==> config.mk <==
export PLATFORM = sky130hd
export DESIGN_NAME = pwmfc_top
export DESIGN_NICKNAME = d
export VERILOG_FILES = /design/src/hdl/pwmfc_pkg.sv /design/src/hdl/pwmfc_qualifier.sv /design/src/hdl/pwmfc_top.sv
export VERILOG_INCLUDE_DIRS = /design/src /design/src/hdl
export SDC_FILE = /design/constraint.sdc
export NUM_CORES = 1
export LEC_CHECK = 0
export ABC_AREA = 1
export BUFFER_PORTS_ARGS = -buffer_cell sky130_fd_sc_hd__buf_2
export CAP_MARGIN = 10
export CORE_UTILIZATION = 35
export CTS_BUF_LIST = sky130_fd_sc_hd__clkbuf_8
export DETAILED_ROUTE_END_ITERATION = 8
export SLEW_MARGIN = 10
export SYNTH_ARGS = -nofsm -noshare
export SYNTH_HDL_FRONTEND = slang
export SYNTH_HIERARCHICAL = 1
export SYNTH_SLANG_ARGS = --single-unit
==> constraint.sdc <==
create_clock -name clk -period 1.9 [get_ports clk]
set_input_delay 0.095 -clock clk [delete_from_list [all_inputs] [get_ports clk]]
set_output_delay 0.095 -clock clk [all_outputs]
set_load 0.03 [all_outputs]
==> src/hdl/pwmfc_defines.svh <==
// Register offsets, field positions, reset values and timing counts
// for the PWM fault/config slice. Included by every design file except the package.
`ifndef PWMFC_DEFINES_SVH
`define PWMFC_DEFINES_SVH
`define PWMFC_OFS_PROTECT 4'h0
`define PWMFC_OFS_POLARITY 4'h1
`define PWMFC_OFS_MASK 4'h2
`define PWMFC_OFS_CFG3 4'h3
`define PWMFC_OFS_FCTL 4'h4
`define PWMFC_OFS_FPIN 4'h5
`define PWMFC_OFS_FSTA 4'h6
`define PWMFC_OFS_QUALIFY_SAMPLE_COUNT 4'h7
`define PWMFC_OFS_DMAP0 4'h8
`define PWMFC_OFS_DMAP1 4'h9
`define PWMFC_OFS_DMAP2 4'hA
`define PWMFC_BIT_WP 7
`define PWMFC_BIT_ACCEL 7
`define PWMFC_BIT_WAIT 7
`define PWMFC_BIT_FRZ 6
`define PWMFC_RST_BYTE 8'h00
`define PWMFC_CFG3_WMASK 8'hDF
`define PWMFC_QUAL_FIRST 3'h2
`define PWMFC_QUAL_PERIOD 3'h4
`define PWMFC_QCNT_00 4'h1
`define PWMFC_QCNT_01 4'h5
`define PWMFC_QCNT_10 4'hA
`define PWMFC_QCNT_11 4'hF
`endif

==> src/hdl/pwmfc_pkg.sv <==
// Types shared by the PWM fault/config slice.
// Assumes the defines header is compiled alongside.
package pwmfc_pkg;
   typedef enum logic [1:0] {
      PWMFC_Q_IDLE = 2'b00,
      PWMFC_Q_FIRST = 2'b01,
      PWMFC_Q_RUN = 2'b10
   } pwmfc_qstate_t;
   typedef enum logic [1:0] {
      PWMFC_VL_INDEP = 2'b00,
      PWMFC_VL_ALL = 2'b01,
      PWMFC_VL_LOW4 = 2'b10,
      PWMFC_VL_RSVD = 2'b11
   } pwmfc_value_load_mode_t;
endpackage

==> src/hdl/pwmfc_qualifier.sv <==
// Fault input qualifier: counts consecutive high samples of one fault input.
// Assumes the fault input is synchronous to clk.
`timescale 1ns/10ps
`default_nettype none
`include "pwmfc_defines.svh"
module pwmfc_qualifier
(
   input wire logic clk,
   input wire logic reset_n,
   input wire logic faultPin,
   input wire logic enable,
   input wire logic [3:0] needCount,
   output logic qualified,
   output logic detect
);
   import pwmfc_pkg::*;
   pwmfc_qstate_t state;
   logic [2:0] timer;
   logic [3:0] count;
   logic sampleNow;

   // First sample after two cycles, later ones every four
   assign sampleNow = (state == PWMFC_Q_FIRST) ? (timer == `PWMFC_QUAL_FIRST)
                      : (timer == `PWMFC_QUAL_PERIOD);

   // Sampling sequencer
   always_ff @(posedge clk or negedge reset_n)
   begin
      if (!reset_n)
      begin
         state <= PWMFC_Q_IDLE;
         timer <= 3'h0;
         count <= 4'h0;
      end
      else
      begin
         case (state)
            PWMFC_Q_IDLE:
            begin
               count <= 4'h0;
               timer <= 3'h1;
               if (faultPin && enable)
                  state <= PWMFC_Q_FIRST;
            end
            PWMFC_Q_FIRST, PWMFC_Q_RUN:
            begin
               if (!enable)
                  state <= PWMFC_Q_IDLE;
               else if (sampleNow)
               begin
                  timer <= 3'h1;
                  if (!faultPin)
                     state <= PWMFC_Q_IDLE; // Consecutive run broken
                  else
                  begin
                     state <= PWMFC_Q_RUN;
                     if (count != 4'hF)
                        count <= count + 4'h1;
                  end
               end
               else
                  timer <= timer + 3'h1;
            end
            default:
               state <= PWMFC_Q_IDLE;
         endcase
      end
   end

   // Qualified level and its rising-edge pulse
   always_ff @(posedge clk or negedge reset_n)
   begin
      if (!reset_n)
      begin
         qualified <= 1'b0;
         detect <= 1'b0;
      end
      else
      begin
         qualified <= (state != PWMFC_Q_IDLE) && (count >= needCount) && enable;
         detect <= !qualified && (state != PWMFC_Q_IDLE) && (count >= needCount) && enable;
      end
   end
endmodule // pwmfc_qualifier
`default_nettype wire

==> src/hdl/pwmfc_top.sv <==
// Configuration and fault-protection slice of a six-channel PWM module.
// Assumes waveforms, fault inputs and mode strobes are synchronous to clk.
`timescale 1ns/10ps
`default_nettype none
`include "pwmfc_defines.svh"
module pwmfc_top
(
   input wire logic clk,
   input wire logic reset_n,
   input wire logic [3:0] regAddr,
   input wire logic [7:0] regWrData,
   input wire logic regWrite,
   input wire logic regRead,
   output logic [7:0] regRdData,
   input wire logic waitMode,
   input wire logic freezeMode,
   input wire logic [5:0] pwmIn,
   input wire logic [3:0] faultIn,
   input wire logic valueWrStrobe,
   input wire logic [2:0] valueWrIndex,
   output logic [5:0] valueWrSelect,
   output logic [5:0] pwmOut,
   output logic faultIrq
);
   import pwmfc_pkg::*;

   logic writeProtect, accelWriteEnable, stopInWait, stopInFreeze, stopNow;
   logic [2:0] independent, pairExchange;
   logic [5:0] invert, outputMask, swapped, shaped, faultDisable;
   pwmfc_value_load_mode_t valueLoadMode;
   logic [3:0] faultClearMode, faultIrqEnable, faultInputEnable, faultFlag;
   logic [3:0] qualified, detect, needCount, faultActive, flagClear, next_faultFlag;
   logic [1:0] qualifySampleCount;
   logic [23:0] disableMap;
   logic [7:0] readMux;

   // Write strobes per register
   logic wrProtect, wrPolarity, wrMask, wrCfg3, wrFctl, wrFpin, wrFsta, wrQsmp;
   assign wrProtect = regWrite && (regAddr == `PWMFC_OFS_PROTECT);
   assign wrPolarity = regWrite && (regAddr == `PWMFC_OFS_POLARITY);
   assign wrMask = regWrite && (regAddr == `PWMFC_OFS_MASK);
   assign wrCfg3 = regWrite && (regAddr == `PWMFC_OFS_CFG3);
   assign wrFctl = regWrite && (regAddr == `PWMFC_OFS_FCTL);
   assign wrFpin = regWrite && (regAddr == `PWMFC_OFS_FPIN);
   assign wrFsta = regWrite && (regAddr == `PWMFC_OFS_FSTA);
   assign wrQsmp = regWrite && (regAddr == `PWMFC_OFS_QUALIFY_SAMPLE_COUNT);

   // Protect register: write protect only sets, cleared by reset alone
   always_ff @(posedge clk or negedge reset_n)
   begin
      if (!reset_n)
      begin
         writeProtect <= 1'b0;
         independent <= 3'h0;
      end
      else if (wrProtect && !writeProtect)
      begin
         writeProtect <= regWrData[`PWMFC_BIT_WP];
         independent <= regWrData[2:0];
      end
   end

   // Accel enable and polarity, frozen once protected
   always_ff @(posedge clk or negedge reset_n)
   begin
      if (!reset_n)
      begin
         accelWriteEnable <= 1'b0;
         invert <= 6'h00;
      end
      else if (wrPolarity && !writeProtect)
      begin
         accelWriteEnable <= regWrData[`PWMFC_BIT_ACCEL];
         invert <= regWrData[5:0];
      end
   end

   // Channel mask, writable any time
   always_ff @(posedge clk or negedge reset_n)
   begin
      if (!reset_n)
         outputMask <= 6'h00;
      else if (wrMask)
         outputMask <= regWrData[5:0];
   end

   // Low-power bits free; load mode and swaps gated by accel enable
   always_ff @(posedge clk or negedge reset_n)
   begin
      if (!reset_n)
      begin
         stopInWait <= 1'b0;
         stopInFreeze <= 1'b0;
         valueLoadMode <= PWMFC_VL_INDEP;
         pairExchange <= 3'h0;
      end
      else if (wrCfg3)
      begin
         stopInWait <= regWrData[`PWMFC_BIT_WAIT];
         stopInFreeze <= regWrData[`PWMFC_BIT_FRZ];
         if (accelWriteEnable)
         begin
            valueLoadMode <= pwmfc_value_load_mode_t'(regWrData[4:3]);
            pairExchange <= regWrData[2:0];
         end
      end
   end

   // Fault control: odd bits clear mode, even bits irq enable
   always_ff @(posedge clk or negedge reset_n)
   begin
      if (!reset_n)
      begin
         faultClearMode <= 4'h0;
         faultIrqEnable <= 4'h0;
      end
      else if (wrFctl)
      begin
         faultClearMode <= {regWrData[7], regWrData[5], regWrData[3], regWrData[1]};
         faultIrqEnable <= {regWrData[6], regWrData[4], regWrData[2], regWrData[0]};
      end
   end

   // Fault input enable, locked by write protect
   always_ff @(posedge clk or negedge reset_n)
   begin
      if (!reset_n)
         faultInputEnable <= 4'h0;
      else if (wrFpin && !writeProtect)
         faultInputEnable <= regWrData[3:0];
   end

   // Sample count and disable maps, locked by write protect
   always_ff @(posedge clk or negedge reset_n)
   begin
      if (!reset_n)
      begin
         qualifySampleCount <= 2'h0;
         disableMap <= 24'h000000;
      end
      else if (regWrite && !writeProtect)
      begin
         if (wrQsmp)
            qualifySampleCount <= regWrData[1:0];
         if (regAddr == `PWMFC_OFS_DMAP0)
            disableMap[7:0] <= regWrData;
         if (regAddr == `PWMFC_OFS_DMAP1)
            disableMap[15:8] <= regWrData;
         if (regAddr == `PWMFC_OFS_DMAP2)
            disableMap[23:16] <= regWrData;
      end
   end

   // Sample count code to required run length
   assign needCount = (qualifySampleCount == 2'b00) ? `PWMFC_QCNT_00
      : (qualifySampleCount == 2'b01) ? `PWMFC_QCNT_01
      : (qualifySampleCount == 2'b10) ? `PWMFC_QCNT_10 : `PWMFC_QCNT_11;

   // One qualifier per fault input; runs whether or not PWM is active
   genvar gi;
   generate
      for (gi = 0; gi < 4; gi = gi + 1)
      begin : g_qual
         pwmfc_qualifier u_qual (.clk(clk), .reset_n(reset_n), .faultPin(faultIn[gi]),
            .enable(faultInputEnable[gi]),
            .needCount(needCount), .qualified(qualified[gi]), .detect(detect[gi]));
      end
   endgenerate

   // Flags: detection beats a same-cycle clear
   assign flagClear = wrFsta ? {regWrData[6], regWrData[4], regWrData[2], regWrData[0]} : 4'h0;
   assign next_faultFlag = (faultFlag & ~flagClear) | detect;

   always_ff @(posedge clk or negedge reset_n)
   begin
      if (!reset_n)
         faultFlag <= 4'h0;
      else
         faultFlag <= next_faultFlag;
   end

   // Irq follows flags, so a clear withdraws it
   always_ff @(posedge clk or negedge reset_n)
   begin
      if (!reset_n)
         faultIrq <= 1'b0;
      else
         faultIrq <= |(next_faultFlag & faultIrqEnable);
   end

   // Manual mode holds off until flag cleared; auto follows qualified level.
   // Raw input path disables at once, ahead of qualification.
   assign faultActive = faultInputEnable
      & ((faultClearMode & qualified) | (~faultClearMode & faultFlag) | faultIn);

   // Per-output disable from its four map bits
   generate
      for (gi = 0; gi < 6; gi = gi + 1)
      begin : g_dis
         assign faultDisable[gi] = |(disableMap[4*gi +: 4] & faultActive);
      end
   endgenerate

   // Swap pairs only in complementary mode
   generate
      for (gi = 0; gi < 3; gi = gi + 1)
      begin : g_swap
         logic doSwap;
         assign doSwap = pairExchange[gi] && !independent[gi];
         assign swapped[2*gi] = doSwap ? pwmIn[2*gi+1] : pwmIn[2*gi];
         assign swapped[2*gi+1] = doSwap ? pwmIn[2*gi] : pwmIn[2*gi+1];
      end
   endgenerate

   // Mask before inversion: inverted masked channels go high by design
   assign shaped = (swapped & ~outputMask) ^ invert;
   assign stopNow = (stopInWait && waitMode) || (stopInFreeze && freezeMode);

   // Output stage; registered so outputs lag one cycle
   always_ff @(posedge clk or negedge reset_n)
   begin
      if (!reset_n)
         pwmOut <= 6'h00;
      else if (stopNow)
         pwmOut <= 6'h00;
      else
         pwmOut <= shaped & ~faultDisable;
   end

   // Value register write fan-out
   always_ff @(posedge clk or negedge reset_n)
   begin
      if (!reset_n)
         valueWrSelect <= 6'h00;
      else if (!valueWrStrobe || valueWrIndex > 3'h5)
         valueWrSelect <= 6'h00; // No strobe, or no such register
      else if (valueWrIndex == 3'h0 && valueLoadMode == PWMFC_VL_ALL)
         valueWrSelect <= 6'h3F;
      else if (valueWrIndex == 3'h0 && valueLoadMode == PWMFC_VL_LOW4)
         valueWrSelect <= 6'h0F;
      else
         valueWrSelect <= 6'h01 << valueWrIndex;
   end

   // Read mux; reserved and unmapped read zero
   always_comb
   begin
      case (regAddr)
         `PWMFC_OFS_PROTECT: readMux = {writeProtect, 4'h0, independent};
         `PWMFC_OFS_POLARITY: readMux = {accelWriteEnable, 1'b0, invert};
         `PWMFC_OFS_MASK: readMux = {2'h0, outputMask};
         `PWMFC_OFS_CFG3: readMux = {stopInWait, stopInFreeze, 1'b0, valueLoadMode, pairExchange};
         `PWMFC_OFS_FCTL: readMux = {faultClearMode[3], faultIrqEnable[3],
                                     faultClearMode[2], faultIrqEnable[2],
                                     faultClearMode[1], faultIrqEnable[1],
                                     faultClearMode[0], faultIrqEnable[0]};
         `PWMFC_OFS_FPIN: readMux = {4'h0, faultInputEnable};
         `PWMFC_OFS_FSTA: readMux = {1'b0, faultFlag[3], 1'b0, faultFlag[2],
                                     1'b0, faultFlag[1], 1'b0, faultFlag[0]};
         `PWMFC_OFS_QUALIFY_SAMPLE_COUNT: readMux = {6'h00, qualifySampleCount};
         `PWMFC_OFS_DMAP0: readMux = disableMap[7:0];
         `PWMFC_OFS_DMAP1: readMux = disableMap[15:8];
         `PWMFC_OFS_DMAP2: readMux = disableMap[23:16];
         default: readMux = `PWMFC_RST_BYTE;
      endcase
   end

   // Read data one cycle after strobe, zero otherwise
   always_ff @(posedge clk or negedge reset_n)
   begin
      if (!reset_n)
         regRdData <= `PWMFC_RST_BYTE;
      else
         regRdData <= regRead ? readMux : `PWMFC_RST_BYTE;
   end
endmodule // pwmfc_top
`default_nettype wire

==> results of run 1 <==
registers in the layout (all words and copies together) (netlist names), 2 cells and up:
register	flops
g_qual.u_qual/state	8
faultClearMode	4
pairExchange	3
valueLoadMode	2
pwmOut	6
disableMap	24
invert	6
faultInputEnable	4
g_qual.u_qual/detect	4
g_qual.u_qual/count	16
independent	3
g_qual.u_qual/qualified	4
g_qual.u_qual/timer	12
regRdData	8
valueWrSelect	6
faultIrqEnable	4
faultFlag	4
outputMask	6
qualifySampleCount	2
area by class of cell:
cell class | instances | area, um2 | share of cell area
clock inverter | 14 | 131 | 0.0156
clock buffer | 18 | 248 | 0.0295
inverter | 139 | 527 | 0.0627
timing repair buffer | 66 | 424 | 0.0505
multi-input combinational | 671 | 3450 | 0.411
sequential | 131 | 3280 | 0.390
tap | 270 | 338 | 0.0402
routing by layer:
layer / vias to the layer above / global-route usage / share of wire
met5: - / 0 / 0
met2: 168 / 0.288 / 0.46
li1: 3160 / - / -
met1: 2876 / 0.253 / 0.48
met4: 0 / 0.0552 / 0.013
met3: 17 / 0.0350 / 0.049
cells by family after synthesis:
family	synth area share
xor+xnor	0.00957
compound gates	0.0901
buf+inv	0.0805
fa+ha+maj	0.0547
flops	0.448
simple gates	0.317
per-stage QoR:
stage          power [uW]  area [um2]
2_1_floorplan        5170        7320
3_3_place_gp         5770        7910
3_5_place_dp         5810        7910
4_1_cts              8140        8400
6_report             8060        8400
5_1_grt              8680        8400
power groups by stage:
stage / Combinational (uW) / Clock (uW) / Sequential [uW]
floorplan: 1730 / 0 / 3450
global placement: 2340 / 0 / 3440
detailed placement: 2370 / 0 / 3440
CTS: 2400 / 2360 / 3390
global route: 2750 / 2480 / 3440
finish: 2370 / 2300 / 3390
worst min-delay path, stage by stage:
cell and delay, ns:
buf_2 0.11, nand2_1 0.11, nor2_4 0.05, nand2_1 0.06, nand2_1 0.04
placed cells by master (no fill, tap or decap), types with 2 or more instances in the layout:
cell type | Yosys | layout
nor2_8 | 2 | 2
o21ai_1 | 42 | 42
nand4_1 | 18 | 18
nand2_1 | 321 | 321
o211ai_1 | 2 | 2
inv_1 | 127 | 128
nor2_2 | 2 | 2
nand3_1 | 66 | 66
buf_2 | 2 | 51
o22ai_1 | 2 | 2
nand2_2 | 19 | 19
clkinvlp_4 | 0 | 2
o21ai_0 | 43 | 43
nand3b_1 | 4 | 4
clkbuf_8 | 0 | 18
clkinv_2 | 0 | 2
o21ai_2 | 11 | 11
clkinv_4 | 0 | 5
dfrtp_1 | 131 | 131
nor3_1 | 5 | 5
inv_4 | 2 | 2
nand2_4 | 11 | 11
nor2_4 | 11 | 11
inv_2 | 10 | 10
nor2_1 | 51 | 51
xor2_1 | 4 | 4
inv_6 | 0 | 2
buf_12 | 0 | 2
ha_1 | 32 | 32
a21oi_1 | 17 | 17
dlygate4sd3_1 | 0 | 11
xnor2_1 | 4 | 4
final timing paths:
| path | start | to | slack, ns | depth (start not counted) |
|---|---|---|---|---|
| max in group asynchronous | reset_n | invert[2]$_DFFE_PN0P_ | 1.16 | 3 |
| max reg2reg | g_qual[2].u_qual/state[0]$_DFFE_PN0P_ | g_qual[2].u_qual/count[1]$_DFFE_PN0P_ | 0.38 | 9 |
| min reg2reg | g_qual[2].u_qual/qualified$_DFF_PN0_ | g_qual[2].u_qual/detect$_DFF_PN0_ | 0.44 | 1 |
| min in group asynchronous | reset_n | g_qual[1].u_qual/timer[0]$_DFFE_PN0P_ | 0.11 | 2 |
| min | faultIn[1] | g_qual[1].u_qual/state[1]$_DFFE_PN0P_ | 0.05 | 5 |
| max | g_qual[2].u_qual/state[0]$_DFFE_PN0P_ | g_qual[2].u_qual/count[1]$_DFFE_PN0P_ | 0.38 | 9 |
==> flow_summary.ini, run 1 <==
[place]
port_buffers = 52
dp_cells = 1266
post-place-ws_ns = 0.382
hpwl_um = 13700
gp_congestion = 0.902

[power]
seq_power_share = 0.421
switching_share = 0.380
comb_power_share = 0.294
p_int_uw = 5000
p_switching_uw = 3060
vdd_drop_max_v = 0.000493
clkPwrFrac = 0.285
p_leak_uw = 0.00434
p_per_area_mw_per_mm2 = 960

[critical_path]
cp_max_fo = 6
critical_path.top_delay_family = simple AND/OR/NAND/NOR gates
critical_path_required_ns = 2.24
criticalPathCategory = flop to flop
cp-start-kind = flop
arrival_ns = 1.86
cp_cell_sequence = inv_1 -> ha_1 -> inv_2 -> nor2_4 -> nand2_2 -> nand2_4 -> nand2_2 -> nand2_1 -> nand2_1
cpPeakStageDelay_ns = 0.39
crit_path_end_kind = flop
critPathBufInv = 2
crit_slowest_cell = ha_1

[flow_run]
cap_viol_max_count = 0

[cts]
post_cts_buffers = 0
clk_pin_slew_ns = 0.09
clock_path_buffers = 2
root_buffer = clkbuf_8
h-tree-depth = 4
cts.sinks = 131
post_cts_resized = 0
cts_buffers = 17
hold_buffers = 11
cts_tree = built
insertion_delay_ns = 0.46

[detailed_routing]
route.detailed.drc = 0
drt_wl_total_um = 18300
firstDrtPassIters = 8
dr_total_vias = 6221
drtIter0Drc = 395
vias_per_cell = 4.75
detail-route-antenna-nets = 0
wl_per_cell_um = 14.0

[floorplan]
rows = 52
die_x_um = 147
dieArea_mm2 = 0.0215
core_area_mm2 = 0.0204
die_y_um = 147
ioPinCount = 53
start_util = 0.359

[global_routing]
grt_use_total = 0.183
grt_pass1_wl_um = 30300
overflow = 0
grt_max_degree = 42
antenna_found_initial = 0
grt_pass1_vias = 5833

[final_layout]
fin_cells = 1309
nets = 1090
syn_to_final_growth_pct = 14.7
postLayoutCoreUtil = 0.412
diodes = 0
fill_cells = 2111
drive_gt1_frac = 0.148

[synth]
yosysSeqAreaShare = 0.448
synth_seq_cells = 131
synth_area_mm2 = 0.00732
synth_flop_cell = dfrtp_1
ys_top_cells_by_area = dfrtp_1, nand2_1, inv_1
postSynthAreaPerCell_um2 = 7.71
syn_inst = 949
synth_top_area_share = 0.448
yosysMostFrequentCell = nand2_1
synth-edff-count = 0
synth_fp_nets = 1013
synth_common_cells = nand2_1, dfrtp_1, inv_1
async_flop_share = 1.00
synth.distinct_cells = 31
yosys.area.top_type = dfrtp_1
ys_warn_count = 6

[timing]
fin_crit_ns = 1.52
slew_violations = 0
max_freq_mhz = 657
finalSetupViolCount = 0
setup_tns_ns = 0
fin_crit_sh = 0.801
tightest_slew_ns = 0.641
rsz0062_at_grt = false
finalClockSkew_ns = 0.0159
relSlewSlack = 0.568
finalWorstSetupSlack_ns = 0.378
hold_viol = 0
whs_ns = 0.0471

[hold_path]
hold_path_class = input port to flop

[status]
status = finished clean
Power figures use the tool's default switching activity.
==> run 2, diff against run 1 <==
--- a/config.mk
+++ b/config.mk
@@ -6,7 +6,7 @@
 export SDC_FILE = /design/constraint.sdc
 export NUM_CORES = 1
 export LEC_CHECK = 0
-export ABC_AREA = 1
+export ABC_AREA = 0
 export BUFFER_PORTS_ARGS = -buffer_cell sky130_fd_sc_hd__buf_2
 export CAP_MARGIN = 10
 export CORE_UTILIZATION = 35
==> constraint.sdc (replaced) <==
create_clock -name clk -period 1.45 [get_ports clk]
set_input_delay 0.0725 -clock clk [delete_from_list [all_inputs] [get_ports clk]]
set_output_delay 0.0725 -clock clk [all_outputs]
set_load 0.03 [all_outputs]
==> run 2 against run 1 <==
  * The run now ends with negative setup slack left
  * Power increased by 74%
  * Sequential share of layout area decreased by 7.4 points
  * Clock power increased by 37%
  * Synthesized cell count decreased by 26%
  * Combinational power increased by 140%
  * Register-to-register slack got worse by 0.83 ns
  * Clock-buffer cell count decreased by 1
  * Hold slack got worse by 0.024 ns
  * Critical path type unchanged
  * Critical endpoint is now g_qual[3].u_qual/count[3]$_DFFE_PN0P_
  * Largest cell class unchanged
  * Highest routed layer unchanged
==> flow_summary.ini, run 2 <==
[status]
status = complete, but fails checks
violations = negative setup slack

[hold_path]
hold_start = regWrData[1]
hold_path_class = input port to flop
hold_depth = 2
holdPathEnd = disableMap[17]$_DFFE_PN0P_

[cts]
clk_pin_slew_ns = 0.09
clock_path_buffers = 2
root_buffer = clkbuf_8
cts_buffers = 17
h-tree-depth = 4
cts.sinks = 131
cts_tree = built
insertion_delay_ns = 0.47

[synth]
synth_top_area_share = 0.440
yosys.area.top_type = dfrtp_1
yosysMostFrequentCell = dfrtp_1
synth_seq_cells = 131
ys_top_cells_by_area = dfrtp_1, mux2_2, ha_1
synthMuxAreaShare = 0.129
async_flop_share = 1.00
synth-simple-area-share = 0.167
synth-edff-count = 0
postSynthAreaPerCell_um2 = 10.5
synth.distinct_cells = 66
synth_common_cells = dfrtp_1, mux2_2, inv_1
yosysSeqAreaShare = 0.440
synth_area_mm2 = 0.00744
syn_inst = 706
synthAdderAreaFrac = 0.0538
synth_compound_area_frac = 0.160
synth_fp_nets = 770
synth_top_family_by_area = simple AND/OR/NAND/NOR gates
synth-xor-area-share = 0.00824
ys_warn_count = 6
synth_flop_cell = dfrtp_1

[detailed_routing]
detail-route-antenna-nets = 0
firstDrtPassIters = 6
dr_total_vias = 6472
drt_wl_total_um = 21100
route.detailed.drc = 0
vias_per_cell = 5.38
wl_per_cell_um = 17.6
drtIter0Drc = 365

[critical_path]
rr_startpoint = g_qual[3].u_qual/state[0]$_DFFE_PN0P_
cp-start-kind = flop
arrival_ns = 2.31
reg2reg_depth = 6
critical_path_required_ns = 1.86
crit_path_end_kind = flop
criticalPathCategory = flop to flop
r2r-end = g_qual[3].u_qual/count[3]$_DFFE_PN0P_
r2r_slack_ns = -0.45
cp_max_fo = 4

[floorplan]
core_area_mm2 = 0.0206
rows = 52
die_y_um = 148
dieArea_mm2 = 0.0219
start_util = 0.362
die_x_um = 148
ioPinCount = 53

[final_layout]
nets = 984
layout_common_cells = dfrtp_1, buf_4, mux2_2
reg_top3 = disableMap x24, g_qual.u_qual/count x16, g_qual.u_qual/timer x12
top_register = disableMap
largest_register_ffs = 24
final_common_cell = dfrtp_1
drive_gt1_frac = 0.445
syn_to_final_growth_pct = 39.2
fin_area_mm2 = 0.0104
fin_cells = 1204
postLayoutCoreUtil = 0.504

[place]
gp_congestion = 0.901
port_buffers = 52
dp_cells = 1129
place_area_mm2 = 0.00911
hpwl_um = 15200

[timing]
fin_crit_sh = 1.31
relSlewSlack = 0.498
setup_tns_ns = -5.51
finalClockSkew_ns = 0.0137
rsz0062_at_grt = true
tightest_slew_ns = 0.751
max_freq_mhz = 526
slew_violations = 0
hold_viol = 0
finalSetupViolCount = 42
fin_crit_ns = 1.90
finalWorstSetupSlack_ns = -0.453

[global_routing]
grt_pass1_vias = 6385
grt_pass1_wl_um = 33700
grt_max_degree = 40
antenna_found_initial = 1
grt_use_total = 0.201
overflow = 0

[power]
vdd_drop_max_v = 0.000799
p_leak_uw = 0.00473
p_per_area_mw_per_mm2 = 1350

[flow_run]
cap_viol_max_count = 0
-- run 2: power breakdown --
part / internal (uW) / leakage (uW) / switching [uW]
logic: 3000 / 0.00285 / 2780
clock network: 1430 / 0.000191 / 1710
registers: 4390 / 0.00169 / 709
-- run 2: layout make-up --
cell class	instances	area, um2
sequential	131	3280
inverter	43	161
multi-input combinational	500	4430
clock buffer	17	234
clock inverter	15	156
tap	270	338
antenna	1	2.50
fill	1887	10200
timing repair buffer	227	1760
-- run 2: per-stage QoR --
| stage | setup slack (ns) | total power, uW | hold slack, ns |
|---|---|---|---|
| after detailed placement | -0.404 | 9870 | 0.0348 |
| final | -0.453 | 14000 | 0.0227 |
| after global placement | -0.375 | 9770 | 0.0312 |
| after floorplan | -0.393 | 7910 | -0.223 |
| after CTS | -0.398 | 13600 | 0.00775 |
| after global routing | -0.526 | 14900 | 0.0153 |
-- run 2: critical path, stage by stage, from the launching register on --
cell,delay [ns]
dfrtp_1,0.42
ha_4,0.18
or3b_4,0.38
a2111oi_4,0.35
buf_4,0.19
and4bb_1,0.21
a211o_1,0.10
-- run 2: what timing repair did --
item / CTS / global route
hold buffers: 15 / 0
resized for setup: 57 / 61
setup buffers: 12 / 15
endpoints found under the hold margin: 164 / 0
cloned: 1 / 0
setup endpoints to repair: 49 / 83
pin swaps: 41 / 25
-- run 2: how the worst max path moves through the flow --
stage,from,endpoint,slack [ns]
6_report,g_qual[3].u_qual/state[0]$_DFFE_PN0P_,g_qual[3].u_qual/count[3]$_DFFE_PN0P_,-0.45
5_1_grt,g_qual[3].u_qual/state[0]$_DFFE_PN0P_,g_qual[3].u_qual/count[3]$_DFFE_PN0P_,-0.53
4_1_cts,g_qual[3].u_qual/state[0]$_DFFE_PN0P_,g_qual[3].u_qual/count[2]$_DFFE_PN0P_,-0.40
3_5_place_dp,g_qual[3].u_qual/state[1]$_DFFE_PN0P_,g_qual[3].u_qual/count[3]$_DFFE_PN0P_,-0.40
3_3_place_gp,g_qual[3].u_qual/state[1]$_DFFE_PN0P_,g_qual[3].u_qual/count[3]$_DFFE_PN0P_,-0.37
2_1_floorplan,g_qual[3].u_qual/state[1]$_DFFE_PN0P_,g_qual[3].u_qual/count[3]$_DFFE_PN0P_,-0.39
-- run 2: logic make-up after synthesis --
family / Yosys count
muxes: 87
adders and majority gates: 32
and+or+nand+nor: 207
DFF: 131
buffers and inverters: 75
xor gates and xnor gates: 7
AOI/OAI and AO/OA: 167
-- run 2: metal layers --
layer / routed length (um) / track usage
met5: 0 / 0
met4: 411 / 0.0660
met3: 1110 / 0.0481
met2: 9980 / 0.318
met1: 9650 / 0.268
